### config.mk
export PLATFORM = sky130hd
export DESIGN_NAME = fsbc_top
export DESIGN_NICKNAME = d
export VERILOG_FILES = /design/src/core/fsbc_wr_capture.v /design/src/core/fsbc_blank_scan.v /design/src/core/fsbc_top.v
export VERILOG_INCLUDE_DIRS = /design/src /design/src/pkg
export SDC_FILE = /design/constraint.sdc
export NUM_CORES = 1
export LEC_CHECK = 0
export BUFFER_PORTS_ARGS = -buffer_cell sky130_fd_sc_hd__buf_2
export CAP_MARGIN = 20
export CELL_PAD_IN_SITES_DETAIL_PLACEMENT = 1
export CELL_PAD_IN_SITES_GLOBAL_PLACEMENT = 1
export CORE_ASPECT_RATIO = 0.75
export CORE_MARGIN = 5
export CORE_UTILIZATION = 38
export DETAILED_ROUTE_END_ITERATION = 8
export PLACE_DENSITY = 0.88
export SYNTH_ARGS = -nofsm -noshare
export SYNTH_HDL_FRONTEND = slang
export SYNTH_SLANG_ARGS = --single-unit
### constraint.sdc
create_clock -name aclk -period 2.65 [get_ports aclk]
set_input_delay 0.265 -clock aclk [delete_from_list [all_inputs] [get_ports aclk]]
set_output_delay 0.265 -clock aclk [all_outputs]
set_load 0.02 [all_outputs]
### src/pkg/fsbc_map.vh
// fsbc_map.vh: offsets, status fields, command codes and reset values
// of the flash status and blank-check block; included by every core file.
`ifndef FSBC_MAP_VH
`define FSBC_MAP_VH

// register word offsets on the axi4-lite slave (byte addresses)
`define FSBC_REG_STATUS     8'h00
`define FSBC_REG_LOCK       8'h04
`define FSBC_REG_INFO       8'h08

// status word bit positions
`define FSBC_ST_READY       7
`define FSBC_ST_ESUSP       6
`define FSBC_ST_ERASE_ERR   5
`define FSBC_ST_PROG_ERR    4
`define FSBC_ST_RSVD        3
`define FSBC_ST_PSUSP       2
`define FSBC_ST_LOCK_ERR    1
`define FSBC_ST_BANK        0
`define FSBC_ST_RESET       8'h80

// lock register fields
`define FSBC_LOCK_EN        31
`define FSBC_LOCK_SECURE    30
`define FSBC_LOCK_RESET     32'h0000_0000
`define FSBC_SECURE_SECTOR  14'h0000

// command address and command codes (low data byte)
`define FSBC_CMD_OFFSET     12'h555
`define FSBC_CMD_BLANK      8'h33
`define FSBC_CMD_PROG       8'h10
`define FSBC_CMD_ERASE      8'h20
`define FSBC_CMD_PSUSP      8'h51
`define FSBC_CMD_PRESUME    8'h52
`define FSBC_CMD_ESUSP      8'h61
`define FSBC_CMD_ERESUME    8'h62
`define FSBC_CMD_CLR_STATUS 8'h71
`define FSBC_CMD_STATUS_RD  8'h70
`define FSBC_CMD_DATA_HI    8'h00

// array and sector geometry
`define FSBC_ERASED_WORD    16'hffff
`define FSBC_SECT_LSB       12
`define FSBC_SECT_WORDS     4096

// axi response codes
`define FSBC_RESP_OKAY      2'b00
`define FSBC_RESP_DECERR    2'b11

`endif

### src/core/fsbc_wr_capture.v
// fsbc_wr_capture: turns the asynchronous write strobes into one command pulse.
// assumes all flash pins are already synchronous to aclk.
`timescale 1ns/1ps
`include "fsbc_map.vh"

module fsbc_wr_capture #(
    parameter ADDR_W = 26
) (
    input  wire              aclk,
    input  wire              aresetn,
    input  wire              ce_n,
    input  wire              oe_n,
    input  wire              we_n,
    input  wire              address_valid_n,
    input  wire [ADDR_W-1:0] addr,
    input  wire [15:0]       dq,
    output wire              cmd_stb,
    output wire [ADDR_W-1:0] cmd_addr,
    output wire [15:0]       cmd_data
);
    reg              astb_d_r;
    reg              we_d_r;
    reg              fresh_r;
    reg [ADDR_W-1:0] addr_r;
    reg [15:0]       data_r;
    reg              stb_r;

    wire write_phase = !ce_n && oe_n;
    wire astb_rise   = !astb_d_r && address_valid_n;
    wire we_rise     = !we_d_r && we_n;

    always @(posedge aclk) begin
        if (!aresetn) begin
            astb_d_r <= 1'b1;
            we_d_r  <= 1'b1;
            fresh_r <= 1'b0;
            addr_r  <= {ADDR_W{1'b0}};
            data_r  <= 16'h0000;
            stb_r   <= 1'b0;
        end else begin
            astb_d_r <= address_valid_n;
            we_d_r  <= we_n;
            stb_r   <= 1'b0;
            if (astb_rise && write_phase) begin
                addr_r  <= addr;
                fresh_r <= 1'b1;
            end
            // a second strobe without a new address is a burst beat: dropped
            if (we_rise && write_phase && fresh_r && !astb_rise) begin
                data_r  <= dq;
                stb_r   <= 1'b1;
                fresh_r <= 1'b0;
            end
        end
    end

    assign cmd_stb  = stb_r;
    assign cmd_addr = addr_r;
    assign cmd_data = data_r;
endmodule // fsbc_wr_capture

### src/core/fsbc_blank_scan.v
// fsbc_blank_scan: walks one sector word by word looking for a programmed bit.
// assumes the array answers scan_data one cycle after scan_rd.
`timescale 1ns/1ps
`include "fsbc_map.vh"

module fsbc_blank_scan #(
    parameter ADDR_W = 26,
    parameter SECT_W = 14,
    parameter WORDS  = `FSBC_SECT_WORDS
) (
    input  wire              aclk,
    input  wire              aresetn,
    input  wire              start,
    input  wire [SECT_W-1:0] sector,
    output wire [ADDR_W-1:0] scan_addr,
    output wire              scan_rd,
    input  wire [15:0]       scan_data,
    output wire              done,
    output wire              not_blank
);
    localparam S_IDLE = 2'd0;
    localparam S_RD   = 2'd1;
    localparam S_CHK  = 2'd2;
    localparam OFF_W  = ADDR_W - SECT_W;

    reg [1:0]        state_r;
    reg [OFF_W-1:0]  idx_r;
    reg [SECT_W-1:0] sect_r;
    reg              rd_r;
    reg              done_r;
    reg              not_blank_r;

    always @(posedge aclk) begin
        if (!aresetn) begin
            state_r     <= S_IDLE;
            idx_r       <= {OFF_W{1'b0}};
            sect_r      <= {SECT_W{1'b0}};
            rd_r        <= 1'b0;
            done_r      <= 1'b0;
            not_blank_r <= 1'b0;
        end else begin
            done_r <= 1'b0;
            rd_r   <= 1'b0;
            case (state_r)
                S_IDLE: begin
                    if (start) begin
                        sect_r  <= sector;
                        idx_r   <= {OFF_W{1'b0}};
                        rd_r    <= 1'b1;
                        state_r <= S_RD;
                    end
                end
                S_RD: begin
                    state_r <= S_CHK;
                end
                S_CHK: begin
                    if (scan_data != `FSBC_ERASED_WORD) begin
                        // first dirty word ends the scan at once
                        done_r      <= 1'b1;
                        not_blank_r <= 1'b1;
                        state_r     <= S_IDLE;
                    end else if (idx_r == WORDS[OFF_W-1:0] - 1'b1) begin
                        done_r      <= 1'b1;
                        not_blank_r <= 1'b0;
                        state_r     <= S_IDLE;
                    end else begin
                        idx_r   <= idx_r + 1'b1;
                        rd_r    <= 1'b1;
                        state_r <= S_RD;
                    end
                end
                default: state_r <= S_IDLE;
            endcase
        end
    end

    assign scan_addr = {sect_r, idx_r};
    assign scan_rd   = rd_r;
    assign done      = done_r;
    assign not_blank = not_blank_r;
endmodule // fsbc_blank_scan

### src/core/fsbc_top.v
// fsbc_top: command front end, embedded-operation sequencer, blank check and
// low status bits of a banked nor flash, with an axi4-lite status port.
// assumes flash pins synchronous to aclk; an external array engine runs
// program and erase and reports op_done with op_fail.
//
// How it works
// - bit 2 high while program suspended
// - bit 1 flags locked or secure-sector failure
// - lock error covers latest op; clear command
// - bits 6..1 meaningful only when ready
// - bit 0: addressed bank idle while busy
// - bit 3 reserved, reads zero
// - reads allowed in banks not busy
// - back-to-back read and write, no latency; rd_allow is registered, one cycle late
// - blank check: sector plus 555h, 0033h
// - array reads blocked during blank check
// - bit 5 set when sector not blank
// - blank check shows busy like erase
// - stop at first dirty word, go idle
// - address on valid rise, data on strobe
// - writes ignore the burst clock
// - one address and data per write
// - decode command from address and data
// - sector from top bit down to A12
// - ready high only with nothing running
// - program or erase busy: only suspend and status read taken; blank check takes none; code never decodes status read 70h
`timescale 1ns/1ps
`include "fsbc_map.vh"

module fsbc_top #(
    parameter ADDR_W = 26,
    parameter BANK_W = 4,
    parameter WORDS  = `FSBC_SECT_WORDS
) (
    input  wire              aclk,
    input  wire              aresetn,
    // axi4-lite slave
    input  wire [7:0]        s_axi_awaddr,
    input  wire              s_axi_awvalid,
    output wire              s_axi_awready,
    input  wire [31:0]       s_axi_wdata,
    input  wire [3:0]        s_axi_wstrb,
    input  wire              s_axi_wvalid,
    output wire              s_axi_wready,
    output wire [1:0]        s_axi_bresp,
    output wire              s_axi_bvalid,
    input  wire              s_axi_bready,
    input  wire [7:0]        s_axi_araddr,
    input  wire              s_axi_arvalid,
    output wire              s_axi_arready,
    output wire [31:0]       s_axi_rdata,
    output wire [1:0]        s_axi_rresp,
    output wire              s_axi_rvalid,
    input  wire              s_axi_rready,
    // flash write pins
    input  wire              flash_ce_n,
    input  wire              flash_oe_n,
    input  wire              flash_we_n,
    input  wire              address_valid_n,
    input  wire [ADDR_W-1:0] flash_addr,
    input  wire [15:0]       flash_dq_in,
    // array read arbitration
    input  wire              rd_req,
    input  wire [ADDR_W-1:0] rd_addr,
    output wire              rd_allow,
    // blank-check array port
    output wire [ADDR_W-1:0] scan_addr,
    output wire              scan_rd,
    input  wire [15:0]       scan_data,
    // embedded operation engine
    output wire              op_start,
    output wire              op_is_erase,
    output wire              op_hold,
    output wire [ADDR_W-13:0] op_sector,
    input  wire              op_done,
    input  wire              op_fail,
    output wire [7:0]        device_status_word
);
    localparam SECT_W   = ADDR_W - `FSBC_SECT_LSB;
    localparam ST_IDLE  = 3'd0;
    localparam ST_PROG  = 3'd1;
    localparam ST_ERASE = 3'd2;
    localparam ST_BLANK = 3'd3;
    localparam ST_PSUSP = 3'd4;
    localparam ST_ESUSP = 3'd5;

    // write front end; the burst clock has no port at all
    wire              cmd_stb;
    wire [ADDR_W-1:0] cmd_addr;
    wire [15:0]       cmd_data;

    fsbc_wr_capture #(.ADDR_W(ADDR_W)) u_cap (
        .aclk            (aclk),
        .aresetn         (aresetn),
        .ce_n            (flash_ce_n),
        .oe_n            (flash_oe_n),
        .we_n            (flash_we_n),
        .address_valid_n (address_valid_n),
        .addr            (flash_addr),
        .dq              (flash_dq_in),
        .cmd_stb         (cmd_stb),
        .cmd_addr        (cmd_addr),
        .cmd_data        (cmd_data)
    );

    reg               scan_start_r;
    reg  [SECT_W-1:0] op_sector_r;
    wire              scan_done;
    wire              scan_not_blank;

    fsbc_blank_scan #(.ADDR_W(ADDR_W), .SECT_W(SECT_W), .WORDS(WORDS)) u_scan (
        .aclk      (aclk),
        .aresetn   (aresetn),
        .start     (scan_start_r),
        .sector    (op_sector_r),
        .scan_addr (scan_addr),
        .scan_rd   (scan_rd),
        .scan_data (scan_data),
        .done      (scan_done),
        .not_blank (scan_not_blank)
    );

    // command decode
    wire [SECT_W-1:0] cmd_sector = cmd_addr[ADDR_W-1:`FSBC_SECT_LSB];
    wire              cmd_at_cap = cmd_addr[`FSBC_SECT_LSB-1:0] == `FSBC_CMD_OFFSET;
    wire              cmd_ok     = cmd_stb && cmd_at_cap
                                   && cmd_data[15:8] == `FSBC_CMD_DATA_HI;
    wire [7:0]        code       = cmd_data[7:0];

    reg [2:0]  state_r;
    reg        op_start_r;
    reg        op_is_erase_r;
    reg        op_hold_r;
    reg        erase_err_r;
    reg        prog_err_r;
    reg        lock_err_r;
    reg [31:0] lock_cfg_r;
    reg        rd_allow_r;
    reg [7:0]  status_r;

    wire cmd_locked = (lock_cfg_r[`FSBC_LOCK_EN]
                       && cmd_sector == lock_cfg_r[SECT_W-1:0])
                      || (lock_cfg_r[`FSBC_LOCK_SECURE]
                       && cmd_sector == `FSBC_SECURE_SECTOR);

    wire busy = state_r == ST_PROG || state_r == ST_ERASE
                || state_r == ST_BLANK;

    always @(posedge aclk) begin
        if (!aresetn) begin
            // reset abandons any running operation
            state_r       <= ST_IDLE;
            op_start_r    <= 1'b0;
            op_is_erase_r <= 1'b0;
            op_hold_r     <= 1'b0;
            op_sector_r   <= {SECT_W{1'b0}};
            scan_start_r  <= 1'b0;
            erase_err_r   <= 1'b0;
            prog_err_r    <= 1'b0;
            lock_err_r    <= 1'b0;
        end else begin
            op_start_r   <= 1'b0;
            scan_start_r <= 1'b0;
            // unmatched codes fall through every branch untouched
            case (state_r)
                ST_IDLE: begin
                    if (cmd_ok && (code == `FSBC_CMD_PROG || code == `FSBC_CMD_ERASE)) begin
                        if (cmd_locked) begin
                            lock_err_r <= 1'b1;
                        end else begin
                            lock_err_r    <= 1'b0;
                            op_sector_r   <= cmd_sector;
                            op_is_erase_r <= code == `FSBC_CMD_ERASE;
                            op_start_r    <= 1'b1;
                            state_r       <= (code == `FSBC_CMD_ERASE) ? ST_ERASE : ST_PROG;
                        end
                    end else if (cmd_ok && code == `FSBC_CMD_BLANK) begin
                        op_sector_r  <= cmd_sector;
                        scan_start_r <= 1'b1;
                        state_r      <= ST_BLANK;
                    end else if (cmd_ok && code == `FSBC_CMD_CLR_STATUS) begin
                        erase_err_r <= 1'b0;
                        prog_err_r  <= 1'b0;
                        lock_err_r  <= 1'b0;
                    end
                end
                ST_PROG: begin
                    if (op_done) begin
                        prog_err_r <= op_fail;
                        state_r    <= ST_IDLE;
                    end else if (cmd_ok && code == `FSBC_CMD_PSUSP) begin
                        op_hold_r <= 1'b1;
                        state_r   <= ST_PSUSP;
                    end
                end
                ST_ERASE: begin
                    if (op_done) begin
                        erase_err_r <= op_fail;
                        state_r     <= ST_IDLE;
                    end else if (cmd_ok && code == `FSBC_CMD_ESUSP) begin
                        op_hold_r <= 1'b1;
                        state_r   <= ST_ESUSP;
                    end
                end
                ST_BLANK: begin
                    // every write is ignored until the scan reports
                    if (scan_done) begin
                        erase_err_r <= scan_not_blank;
                        state_r     <= ST_IDLE;
                    end
                end
                ST_PSUSP: begin
                    if (cmd_ok && code == `FSBC_CMD_PRESUME) begin
                        op_hold_r <= 1'b0;
                        state_r   <= ST_PROG;
                    end
                end
                ST_ESUSP: begin
                    if (cmd_ok && code == `FSBC_CMD_ERESUME) begin
                        op_hold_r <= 1'b0;
                        state_r   <= ST_ERASE;
                    end
                end
                default: state_r <= ST_IDLE;
            endcase
        end
    end

    // status word and read arbitration
    wire [BANK_W-1:0] op_bank   = op_sector_r[SECT_W-1 -: BANK_W];
    wire [BANK_W-1:0] addr_bank = cmd_addr[ADDR_W-1 -: BANK_W];
    wire [BANK_W-1:0] rd_bank   = rd_addr[ADDR_W-1 -: BANK_W];
    reg  [7:0]        status_nxt;

    always @* begin
        status_nxt                     = 8'h00;
        status_nxt[`FSBC_ST_READY]     = !busy;
        status_nxt[`FSBC_ST_ESUSP]     = state_r == ST_ESUSP;
        status_nxt[`FSBC_ST_ERASE_ERR] = erase_err_r;
        status_nxt[`FSBC_ST_PROG_ERR]  = prog_err_r;
        status_nxt[`FSBC_ST_RSVD]      = 1'b0;
        status_nxt[`FSBC_ST_PSUSP]     = state_r == ST_PSUSP;
        status_nxt[`FSBC_ST_LOCK_ERR]  = lock_err_r;
        // bit 0 only carries meaning while busy
        status_nxt[`FSBC_ST_BANK]      = busy && addr_bank != op_bank;
    end

    always @(posedge aclk) begin
        if (!aresetn) begin
            status_r   <= `FSBC_ST_RESET;
            rd_allow_r <= 1'b0;
        end else begin
            status_r   <= status_nxt;
            // scanner owns the array during blank check
            rd_allow_r <= rd_req && state_r != ST_BLANK
                          && !(busy && rd_bank == op_bank);
        end
    end

    // axi4-lite slave; address and data taken in either order
    reg        awready_r;
    reg        wready_r;
    reg        bvalid_r;
    reg [1:0]  bresp_r;
    reg [7:0]  waddr_r;
    reg [31:0] wdata_r;
    reg [3:0]  wstrb_r;
    reg        arready_r;
    reg        rvalid_r;
    reg [31:0] rdata_r;
    reg [1:0]  rresp_r;
    integer    i;

    wire aw_have = !awready_r;
    wire w_have  = !wready_r;

    always @(posedge aclk) begin
        if (!aresetn) begin
            awready_r  <= 1'b1;
            wready_r   <= 1'b1;
            bvalid_r   <= 1'b0;
            bresp_r    <= `FSBC_RESP_OKAY;
            waddr_r    <= 8'h00;
            wdata_r    <= 32'h0000_0000;
            wstrb_r    <= 4'h0;
            lock_cfg_r <= `FSBC_LOCK_RESET;
        end else begin
            if (awready_r && s_axi_awvalid) begin
                awready_r <= 1'b0;
                waddr_r   <= s_axi_awaddr;
            end
            if (wready_r && s_axi_wvalid) begin
                wready_r <= 1'b0;
                wdata_r  <= s_axi_wdata;
                wstrb_r  <= s_axi_wstrb;
            end
            if (aw_have && w_have && !bvalid_r) begin
                bvalid_r <= 1'b1;
                bresp_r  <= `FSBC_RESP_OKAY;
                if (waddr_r[7:2] == `FSBC_REG_LOCK >> 2) begin
                    for (i = 0; i < 4; i = i + 1) begin
                        if (wstrb_r[i]) begin
                            lock_cfg_r[i*8 +: 8] <= wdata_r[i*8 +: 8];
                        end
                    end
                end else if (waddr_r[7:2] != `FSBC_REG_STATUS >> 2
                             && waddr_r[7:2] != `FSBC_REG_INFO >> 2) begin
                    bresp_r <= `FSBC_RESP_DECERR;
                end
            end
            if (bvalid_r && s_axi_bready) begin
                bvalid_r  <= 1'b0;
                awready_r <= 1'b1;
                wready_r  <= 1'b1;
            end
        end
    end

    always @(posedge aclk) begin
        if (!aresetn) begin
            arready_r <= 1'b1;
            rvalid_r  <= 1'b0;
            rdata_r   <= 32'h0000_0000;
            rresp_r   <= `FSBC_RESP_OKAY;
        end else begin
            if (arready_r && s_axi_arvalid) begin
                arready_r <= 1'b0;
                rvalid_r  <= 1'b1;
                rresp_r   <= `FSBC_RESP_OKAY;
                case (s_axi_araddr[7:2])
                    `FSBC_REG_STATUS >> 2: rdata_r <= {24'h000000, status_r};
                    `FSBC_REG_LOCK >> 2:   rdata_r <= lock_cfg_r;
                    `FSBC_REG_INFO >> 2:   rdata_r <= {13'h0000, state_r,
                                                       {(16-BANK_W){1'b0}}, op_bank};
                    default: begin
                        rdata_r <= 32'h0000_0000;
                        rresp_r <= `FSBC_RESP_DECERR;
                    end
                endcase
            end
            if (rvalid_r && s_axi_rready) begin
                rvalid_r  <= 1'b0;
                arready_r <= 1'b1;
            end
        end
    end

    assign s_axi_awready      = awready_r;
    assign s_axi_wready       = wready_r;
    assign s_axi_bvalid       = bvalid_r;
    assign s_axi_bresp        = bresp_r;
    assign s_axi_arready      = arready_r;
    assign s_axi_rvalid       = rvalid_r;
    assign s_axi_rdata        = rdata_r;
    assign s_axi_rresp        = rresp_r;
    assign rd_allow           = rd_allow_r;
    assign op_start           = op_start_r;
    assign op_is_erase        = op_is_erase_r;
    assign op_hold            = op_hold_r;
    assign op_sector          = op_sector_r;
    assign device_status_word = status_r;
endmodule // fsbc_top

==> key figures, run 1 <==
Layout
  – Area taken by multi-input logic gates: 4050 µm²
  – Storage element area: 4440 µm²
  – Commonest cells after routing, fill and taps aside: nand2_1 (281), dfxtp_1 (222), buf_2 (216)
  – Nets: 1461
  – Syn-to-layout area delta: 31.9%
  – FILL cells: 2726
  – Commonest non-fill, non-tap cell in the layout: nand2_1
  – Utilization after layout: 50.7%
  – Final instance area: 11600 µm²
  – Layout cell share with drive strength beyond 1: 23.0%

CTS
  – CTS max path bufs: 3
  – Worst skew pair latency: 0.52 ns
  – TritonCTS Buffers: 24
  – CTS tree: done
  – Sink Count: 222
  – Clock transition at path regs: 0.06 ns
  – Root buffer cell: clkbuf_16
  – H-tree levels: 1

Critical path
  – Worst Path Buf+Inv: 0
  – Reg-to-Reg End: op_sector[11]$_SDFFE_PN0P_
  – CP Data Required Time: 3.04 ns
  – CP peak stage delay: 0.62 ns
  – CP delay by family, top: simple AND/OR/NAND/NOR gates
  – R2r startpoint: u_cap.cmd_addr[8]$_SDFFE_PN0P_
  – Critical Path AT: 2.77 ns
  – Critical Path Slowest Stage Cell: or4_4
  – Critical Path Sink Type: flip-flop
  – WS Path Type: flip-flop to flip-flop
  – CP cell instances: nor4bb_1, nand4_1, or4_4, nand3b_4, o21a_2, mux2i_1
  – CP Max Fanout: 14
  – R2r setup slk: 0.27 ns
  – R2R depth: 6
  – Startpoint Class: flip-flop

STA
  – Setup tns final: 0 ns
  – Hold Fails Final Rpt: 0
  – Crit share post-route: 89.7%
  – Fmax: 421 MHz
  – Final setup vio count: 0
  – Max Slew Vio Count: 0
  – Slew HR: 55.6%
  – Worst slew pin tran: 0.665 ns
  – Setup ws final: 0.272 ns
  – Fin crit period: 2.38 ns
  – RSZ-0062 raised after global routing: no
  – Clk_skew: 0.0132 ns

Logic synthesis
  – Top cells by area, synth: dfxtp_1 (51%), nand2_1 (12%), a21oi_1 (7.8%), mux2i_1 (4.3%), nor2_1 (3.8%)
  – Yosys cell types: 61
  – Main synth FF type: dfxtp_1
  – Average size of a mapped cell: 8.36 µm²
  – Ys async rst share: 0%
  – Post-synth top area share: 50.5%
  – Ys Warns: 0
  – Netlist Area Pre-Place: 8800 µm²
  – Number of synthesized flops with an enable pin: 0
  – Largest area contributor in the netlist: dfxtp_1
  – Synth Net Count: 1204
  – Mapped Cells: 1053
  – Register area share after synthesis: 50.5%
  – Register bit total from synthesis: 222

Floorplan
  – Die ar.: 26300 µm²
  – Height of the die: 142 µm
  – Die W: 186 µm
  – Initial Util: 38.5%
  – Ports: 244
  – Site Rows: 48
  – Core area: 22900 µm²

Place
  – Area of placed instances: 10200 µm²
  – RD Place Congestion: 0.833
  – Dpl ws: 0.118 ns
  – Dpl hpwl: 21000 µm
  – I/O Buffers: 216

Power
  – PnR Total Power: 7.53 mW
  – Pwr dens: 649 nW/µm²
  – VDD IR max: 0.400 mV
  – Pleak: 4.68 nW

Route
  – Via density per instance: 5.29
  – Post-Route WL: 31500 µm
  – DRC errors left: 0
  – Wire length per cell: 19.3 µm
  – Routed Antenna Nets: 0
  – Initial DRC Count: 581
  – Via count: 8616
  – First drt pass iteration count: 5

Global routing
  – Initial antenna violation count: 0
  – Final global-route overflow total: 0
  – Global-route wire length before repair: 48300 µm
  – Vias in the first global route: 8789
  – All-layer global routing usage: 22.8%
  – Pin count of the biggest net entering global routing: 65

Outcome
  – Status: complete, no violations

Worst hold path
  – Worst min path class: primary input to flip-flop
  – Hold Path Depth: 3
  – Hold Path End: u_cap.cmd_data[12]$_SDFFE_PN0P_
  – Hold Startpoint: flash_dq_in[12]

Run
  – Max Cap Violations: 0
[area by class of cell]
type / count / area share [%]
diodes: 2 / 0.0431
flip-flops and latches: 222 / 38.3
well taps: 300 / 3.24
repair buffers: 297 / 15.7
clock buffers: 33 / 6.08
clock inverters: 11 / 1.46
inverters: 8 / 0.302
multi-input cells: 757 / 34.9
[sequential cells by signal, summed over array words and instances (netlist names), 2 cells and up]
register            cells
lock_cfg_r             32
wdata_r                32
u_scan.sect_r          14
u_scan.idx_r           12
op_sector              14
u_cap.cmd_data         16
wstrb_r                 4
state_r                 3
s_axi_rdata            32
device_status_word      7
u_cap.cmd_addr         26
waddr_r                 6
u_scan.state_r          2
[cell usage after synthesis (7+ instances only)]
cell type and count:
mux2_2 9, inv_1 7, nand3_1 12, and2_1 12, clkbuf_1 52, nor3_1 10, nand4_1 14, nor2b_1 7
mux2i_1 38, nand2_1 281, nor2_1 89, dfxtp_1 222, o21ai_0 12, xnor2_1 27, nor4_1 10, a21oi_1 137
a22oi_1 29
[worst min-delay path, stage by stage]
cell	delay, ns
buf_2	0.08
mux2i_1	0.06
nor2_1	0.07
[how the worst max path moves through the flow]
stage | startpoint | endpoint | slack (ns) | depth (start not counted)
final | u_cap.cmd_addr[8]$_SDFFE_PN0P_ | op_sector[11]$_SDFFE_PN0P_ | 0.27 | 6
after detailed placement | u_cap.cmd_addr[8]$_SDFFE_PN0P_ | op_sector[1]$_SDFFE_PN0P_ | 0.12 | 6
after global routing | u_cap.cmd_addr[8]$_SDFFE_PN0P_ | op_sector[0]$_SDFFE_PN0P_ | 0.18 | 6
after global placement | u_cap.cmd_addr[8]$_SDFFE_PN0P_ | op_sector[4]$_SDFFE_PN0P_ | 0.18 | 6
after CTS | u_cap.cmd_addr[8]$_SDFFE_PN0P_ | op_sector[11]$_SDFFE_PN0P_ | 0.09 | 6
after floorplan | state_r[0]$_SDFFE_PN0P_ | op_sector[10]$_SDFFE_PN0P_ | 0.58 | 8
[kinds of logic after synthesis]
| logic type | count (synthesis) | share of synthesized area [%] |
|---|---|---|
| compound gates | 203 | 13.1 |
| fa+ha+maj | 1 | 0.142 |
| flops | 222 | 50.5 |
| buf+inv | 74 | 3.64 |
| xor+xnor | 31 | 3.09 |
| other cells | 1 | 0.0426 |
| simple gates | 474 | 24.0 |
| mux | 47 | 5.47 |
[metrics by stage]
| stage | hold WS, ns | std cells |
|---|---|---|
| finish | 0.000389 | 1630 |
| global route | 0.00691 | 1628 |
| CTS | 0.000912 | 1628 |
| detailed placement | 0.421 | 1531 |
| global placement | 0.414 | 1531 |
| floorplan | 0.365 | 1053 |
[power breakdown]
part	internal [mW]	switching, mW
clock network	2.26	1.42
logic	0.184	0.238
registers	3.39	0.0420
total	5.83	1.70
[metal layers]
layer,vias to the layer above,global-route usage [%],share of wire (%)
met4,0,9.47,4.8
met5,-,0,0
met1,4122,30.0,44
met2,316,37.1,45
met3,97,4.00,6.3
li1,4081,-,-
[repair_timing]
action | 4_1_cts | 5_1_grt
endpoints found under the hold margin | 53 | 0
endpoints found under the setup margin | 0 | 10
resized for setup | 0 | 1
buffers inserted | 0 | 0
hold buffers | 53 | 0
(Power assumes the default switching activity.)
==> run 2: changes to the inputs <==
Settings changed: CORE_UTILIZATION 38 to 39, HOLD_SLACK_MARGIN from default to 0.12, PLACE_DENSITY 0.88 to 0.89, SYNTH_HIERARCHICAL from default to 1.
==> run 2 against run 1 <==
Compared with the run above: register-to-register slack worse by 0.15 ns; global-route usage up 2.4 points; via count up 7.7%; maximum frequency down 5.8%.
==> key figures, run 2 <==
Floorplan
  – Ports: 244 (unchanged)
  – Core area: 23100 µm² (+1.1%)
  – Height of the die: 143 µm (+0.88%)
  – Site Rows: 48 (unchanged)
  – Die W: 187 µm (+0.89%)
  – Die ar.: 26800 µm² (+1.8%)
  – Initial Util: 39.8% (+1.3 points)

Global routing
  – Final global-route overflow total: 0 (unchanged)
  – Initial antenna violation count: 2 (+2)
  – Vias in the first global route: 9956 (+13%)
  – Global-route wire length before repair: 54700 µm (+13%)
  – All-layer global routing usage: 25.2% (+2.4 points)
  – Pin count of the biggest net entering global routing: 92 (+42%)

STA
  – Worst slew pin tran: 0.905 ns (+0.239 ns)
  – Fin crit period: 2.52 ns (+0.145 ns)
  – Fmax: 396 MHz (-5.8%)
  – RSZ-0062 raised after global routing: no
  – Hold Fails Final Rpt: 0 (unchanged)
  – Clk_skew: 0.0170 ns (+0.00383 ns)
  – Setup tns final: 0 ns (unchanged)
  – Max Slew Vio Count: 0 (unchanged)
  – Final setup vio count: 0 (unchanged)
  – Crit share post-route: 95.2% (+5.5 points)
  – Slew HR: 39.7% (-16 points)

Logic synthesis
  – Yosys cell types: 79 (+30%)
  – Largest family of logic cells by synthesized area: simple AND/OR/NAND/NOR gates
  – XOR/XNOR share of the synthesized area: 2.19% (-0.90 points)
  – Top cells by area, synth: dfxtp_1 (48%), nand2_1 (10%), a21oi_1 (6.6%), nand3_1 (3.9%), mux2i_1 (3.4%)
  – Register bit total from synthesis: 222 (unchanged)
  – Register area share after synthesis: 48.3% (-2.2 points)
  – Number of synthesized flops with an enable pin: 0 (unchanged)
  – Synth Area in Adders: 0.136% (-0.0062 points)
  – Post-synth top area share: 48.3% (-2.2 points)
  – Ys Warns: 6 (+6)
  – Ys async rst share: 0% (unchanged)
  – Synth Net Count: 1241 (+3.1%)
  – Synth top cells by count: nand2_1 (245), dfxtp_1 (222), a21oi_1 (122)
  – Multiplexer share of the synthesized area: 4.11% (-1.4 points)
  – Mapped Cells: 1090 (+3.5%)
  – Synth Area in Compound Gates: 15.7% (+2.5 points)
  – Simple-gate area share of the yosys netlist: 24.9% (+0.90 points)
  – Main synth FF type: dfxtp_1
  – Count leader, synth: nand2_1
  – Largest area contributor in the netlist: dfxtp_1
  – Average size of a mapped cell: 8.44 µm² (+1.0%)
  – Netlist Area Pre-Place: 9200 µm² (+4.6%)

Route
  – DRC errors left: 0 (unchanged)
  – Routed Antenna Nets: 0 (unchanged)
  – Initial DRC Count: 553 (-4.8%)
  – Via density per instance: 5.46 (+3.3%)
  – First drt pass iteration count: 5 (unchanged)
  – Post-Route WL: 34900 µm (+11%)
  – Via count: 9277 (+7.7%)
  – Wire length per cell: 20.6 µm (+6.4%)

Critical path
  – CP peak stage delay: 0.55 ns (-0.07 ns)
  – CP Data Required Time: 3.06 ns (+0.02 ns)
  – CP cell instances: nor4bb_1, nand3b_1, or3_1, o21a_1, o21ai_0, a21oi_1
  – Startpoint Class: flip-flop
  – R2r startpoint: u_cap/cmd_addr[2]$_SDFFE_PN0P_
  – Critical Path AT: 2.93 ns (+0.16 ns)
  – R2r setup slk: 0.13 ns (-0.15 ns)
  – WS Path Type: flip-flop to flip-flop
  – CP Max Fanout: 14 (unchanged)
  – Reg-to-Reg End: op_sector[4]$_SDFFE_PN0P_
  – Critical Path Slowest Stage Cell: nor4bb_1
  – R2R depth: 6 (unchanged)
  – Critical Path Sink Type: flip-flop

CTS
  – CTS max path bufs: 3 (unchanged)
  – TritonCTS Buffers: 24 (unchanged)
  – Sink Count: 222 (unchanged)
  – Clock transition at path regs: 0.06 ns (about the same)
  – H-tree levels: 1 (unchanged)
  – Worst skew pair latency: 0.53 ns (about the same)
  – Setup bufs post-CTS: 0 (unchanged)
  – Root buffer cell: clkbuf_16
  – CTS tree: done
  – Post-CTS Resized: 0 (unchanged)
  – Cts hold-fix bufs: 102 (+92%)

Power
  – Pwr dens: 614 nW/µm² (-5.5%)
  – VDD IR max: 0.417 mV (+4.2%)
  – Pleak: 4.89 nW (+4.5%)

Run
  – Max Cap Violations: 0 (unchanged)

Layout
  – Layout Cells excl Fill: 1699 (+4.2%)
  – Syn-to-layout area delta: 34.4%
  – Commonest cells after routing, fill and taps aside: nand2_1 (245), dfxtp_1 (222), buf_2 (216)
  – Layout cell share with drive strength beyond 1: 22.4% (-0.65 points)
  – Nets: 1531 (+4.8%)
  – Commonest non-fill, non-tap cell in the layout: nand2_1
  – Final instance area: 12400 µm² (+6.6%)

Worst hold path
  – Worst min path class: primary input to flip-flop
  – Hold Startpoint: aresetn
  – Hold Path Depth: 2 (-1)
  – Hold Path End: u_scan/state_r[0]$_SDFFE_PN0N_

Place
  – RD Place Congestion: 0.840 (+0.84%)
  – Area of placed instances: 10500 µm² (+2.9%)
  – Dpl hpwl: 21500 µm (+2.7%)
  – Cell total after placement: 1552 (+1.4%)
  – I/O Buffers: 216 (unchanged)

Outcome
  – Status: complete, no violations
==> run 2: changes by cell type after synthesis, moves of 6 or more <==
cell / previous run / this run
a21oi_1: 137 / 122
nor2_1: 89 / 60
a21boi_1: 0 / 19
nand3_1: 12 / 72
nand2b_1: 3 / 11
nor3b_1: 6 / 0
mux2i_1: 38 / 31
o21ai_0: 12 / 25
nand2_1: 281 / 245
xnor2_1: 27 / 19
==> run 2: cells by family after synthesis <==
group	Yosys count
AND/OR/NAND/NOR	483
flip-flops	222
AO/OA/AOI/OAI	234
XOR/XNOR	23
adder cells (fa/ha/maj)	1
buffers and inverters	89
multiplexers	37
other	1
==> run 2: per-stage QoR <==
stage	utilization, %	hold slack, ns	worst slack [ns]	power, mW
floorplan	-	0.361	0.726	3.70
global placement	45.3	0.416	0.460	3.86
detailed placement	45.3	0.429	0.273	3.88
CTS	53.5	0.122	0.176	7.61
global route	53.5	0.130	0.00905	7.84
finish	53.5	0.118	0.127	7.60
==> run 2: worst max-delay path, delay by kind of cell, from the launching register on <==
family	cells	cell delay (ns)
AOI/OAI and AO/OA	3	0.81
DFF	1	0.34
and+or+nand+nor	3	1.25
==> run 2: area by class of cell <==
class,count,area (µm²)
Antenna cell,1,2.50
Multi-Input combinational cell,779,4330
Sequential cell,222,4440
Timing Repair Buffer,340,2300
Clock inverter,16,208
Tap cell,300,375
Inverter,13,51.3
Clock buffer,28,656
Fill cell,2743,10800
==> run 2: power by group <==
part           leakage (nW)  switching [mW]  internal (mW)
clock network         0.430            1.47           2.18
registers              1.80          0.0507           3.39
logic                  2.66           0.258          0.248
==> run 2: worst max-delay path by stage <==
stage | slack [ns] | depth (start not counted) | end | from
CTS | 0.18 | 6 | op_sector[4]$_SDFFE_PN0P_ | u_cap/cmd_addr[2]$_SDFFE_PN0P_
floorplan | 0.73 | 7 | op_sector[10]$_SDFFE_PN0P_ | u_cap/cmd_addr[9]$_SDFFE_PN0P_
global placement | 0.46 | 6 | op_sector[12]$_SDFFE_PN0P_ | u_cap/cmd_addr[2]$_SDFFE_PN0P_
finish | 0.13 | 6 | op_sector[4]$_SDFFE_PN0P_ | u_cap/cmd_addr[2]$_SDFFE_PN0P_
detailed placement | 0.27 | 6 | op_sector[0]$_SDFFE_PN0P_ | u_cap/cmd_addr[2]$_SDFFE_PN0P_
global route | 0.009 | 6 | op_sector[10]$_SDFFE_PN0P_ | u_cap/cmd_addr[2]$_SDFFE_PN0P_
==> run 2: layer usage <==
metal  GRT usage, %  routed length, µm  up-vias
li1               -                  -     4360
met1           31.2              14700     4483
met2           44.3              17000      350
met3           4.45               1930       84
met4           9.65               1230        0
met5              0                  0        -
==> run 3: changes to the inputs <==
Settings changed: MAX_ROUTING_LAYER from default to met4.
==> run 3 against run 2 <==
Compared with the run above: final area stayed put; global-route usage is 0.78 points higher; sequential share of layout area stayed put; critical endpoint unchanged; largest cell class unchanged.
==> key figures, run 3 (synthesis results as in run 2) <==
STA
  – Final setup vio count: 0 (unchanged)
  – Hold Fails Final Rpt: 0 (unchanged)
  – Slew HR: 40.0% (+0.30 points)
  – Max Slew Vio Count: 0 (unchanged)
  – Setup tns final: 0 ns (unchanged)
  – Clk_skew: 0.0154 ns (-0.00161 ns)
  – Crit share post-route: 96.0% (+0.84 points)
  – Fin crit period: 2.55 ns (+0.0224 ns)
  – Fmax: 393 MHz (-0.88%)
  – Worst slew pin tran: 0.900 ns (-0.00445 ns)
  – RSZ-0062 raised after global routing: no

Critical path
  – R2r setup slk: 0.10 ns (-0.02 ns)
  – CP peak stage delay: 0.56 ns (about the same)
  – CP Data Required Time: 3.06 ns (about the same)
  – CP Max Fanout: 14 (unchanged)
  – Worst Path Buf+Inv: 0 (unchanged)
  – Startpoint Class: flip-flop
  – Critical Path Slowest Stage Cell: nor4bb_1
  – Critical Path Sink Type: flip-flop
  – CP delay by family, top: simple AND/OR/NAND/NOR gates
  – Critical Path AT: 2.96 ns (+0.03 ns)
  – CP cell instances: nor4bb_1, nand3b_1, or3_1, o21a_1, o21ai_0, a21oi_1
  – WS Path Type: flip-flop to flip-flop

Power
  – Sw Pwr: 1.77 mW (-0.27%)
  – Pwr dens: 614 nW/µm² (about the same)
  – Flop pwr share: 45.3% (about the same)
  – VDD IR max: 0.415 mV (-0.33%)
  – Net switching fraction of the power: 23.4% (-0.048 points)
  – Clock power share: 48.0% (about the same)
  – Comb pwr share: 6.7% (about the same)
  – Pleak: 4.89 nW (unchanged)
  – Cell internal pwr: 5.82 mW (about the same)

CTS
  – CTS max path bufs: 3 (unchanged)
  – Root buffer cell: clkbuf_16
  – Sink Count: 222 (unchanged)
  – Clock transition at path regs: 0.06 ns (about the same)
  – Worst skew pair latency: 0.53 ns (about the same)
  – Setup bufs post-CTS: 0 (unchanged)
  – TritonCTS Buffers: 24 (unchanged)
  – Post-CTS Resized: 0 (unchanged)
  – CTS tree: done
  – H-tree levels: 1 (unchanged)

Layout
  – Commonest cells after routing, fill and taps aside: nand2_1 (245), dfxtp_1 (222), buf_2 (216)
  – Syn-to-layout area delta: 34.4% (unchanged)
  – Layout cell share with drive strength beyond 1: 22.4% (unchanged)
  – Commonest non-fill, non-tap cell in the layout: nand2_1
  – Nets: 1531 (unchanged)
  – Layout Cells excl Fill: 1699 (unchanged)

Route
  – Via density per instance: 5.47 (+0.18%)
  – Initial DRC Count: 622 (+12%)
  – DRC errors left: 0 (unchanged)
  – Post-Route WL: 34900 µm (about the same)
  – First drt pass iteration count: 5 (unchanged)
  – Via count: 9294 (+0.18%)
  – Wire length per cell: 20.5 µm (about the same)
  – Routed Antenna Nets: 0 (unchanged)

Floorplan
  – Die ar.: 26800 µm² (unchanged)
  – Height of the die: 143 µm (unchanged)
  – Core area: 23100 µm² (unchanged)
  – Die W: 187 µm (unchanged)
  – Initial Util: 39.8% (unchanged)
  – Site Rows: 48 (unchanged)
  – Ports: 244 (unchanged)

Global routing
  – Pin count of the biggest net entering global routing: 92 (unchanged)
  – Global-route wire length before repair: 54700 µm (about the same)
  – Initial antenna violation count: 2 (unchanged)
  – Final global-route overflow total: 0 (unchanged)
  – Vias in the first global route: 9957 (+0.010%)
  – All-layer global routing usage: 26.0% (+0.78 points)

Worst hold path
  – Worst min path class: primary input to flip-flop

Outcome
  – Status: complete, no violations

Place
  – I/O Buffers: 216 (unchanged)
  – RD Place Congestion: 0.853 (+1.5%)
  – Cell total after placement: 1552 (unchanged)
  – Dpl hpwl: 21500 µm (unchanged)

Run
  – Max Cap Violations: 0 (unchanged)
run 3: area by class of cell:
cell class,instances,area [µm²]
flip-flops and latches,222,4440
diodes,1,2.50
clock inverters,16,208
clock buffers,28,656
repair buffers,340,2300
inverters,13,51.3
well taps,300,375
fillers,2743,10800
multi-input cells,779,4330
run 3: worst reg2reg max path, cell delays in order, from the launching register on:
cell and delay [ns]:
dfxtp_1 0.34, nor4bb_1 0.56, nand3b_1 0.25, or3_1 0.47, o21a_1 0.38, o21ai_0 0.31
a21oi_1 0.12
run 3: final timing paths:
kind | endpoint | depth (start not counted) | start
max | op_sector[4]$_SDFFE_PN0P_ | 6 | u_cap/cmd_addr[2]$_SDFFE_PN0P_
min | u_scan/state_r[0]$_SDFFE_PN0N_ | 2 | aresetn
max reg2reg | op_sector[4]$_SDFFE_PN0P_ | 6 | u_cap/cmd_addr[2]$_SDFFE_PN0P_
min reg2reg | device_status_word[5]$_SDFF_PN0_ | 2 | erase_err_r$_SDFFE_PN0P_
run 3: repair_timing:
item                                    CTS  global route
hold buffers                            102             0
endpoints found under the setup margin    0             0
endpoints found under the hold margin    94             0
run 3: through the flow:
| step | setup WS (ns) | total power, mW | util, % | area, µm² | hold WS (ns) |
|---|---|---|---|---|---|
| 6_report | 0.105 | 7.59 | 53.5 | 12400 | 0.120 |
| 5_1_grt | 0.00905 | 7.85 | 53.5 | 12400 | 0.130 |
| 4_1_cts | 0.176 | 7.61 | 53.5 | 12400 | 0.122 |
| 3_5_place_dp | 0.273 | 3.88 | 45.3 | 10500 | 0.429 |
| 3_3_place_gp | 0.460 | 3.86 | 45.3 | 10500 | 0.416 |
| 2_1_floorplan | 0.726 | 3.70 | - | 9200 | 0.361 |
run 3: per-layer routing:
metal | wire length [µm] | track usage (%) | vias up
li1 | - | - | 4367
met4 | 1270 | 9.76 | 0
met2 | 17000 | 44.1 | 357
met3 | 1940 | 4.25 | 88
met1 | 14700 | 31.4 | 4482
met5 | 0 | - | -
run 3: power by group through the flow:
stage / clock network (mW) / logic [mW] / registers, mW
5_1_grt: 3.86 / 0.549 / 3.44
3_5_place_dp: 0 / 0.367 / 3.51
4_1_cts: 3.69 / 0.485 / 3.44
3_3_place_gp: 0 / 0.354 / 3.51
6_report: 3.65 / 0.505 / 3.44
2_1_floorplan: 0 / 0.201 / 3.50
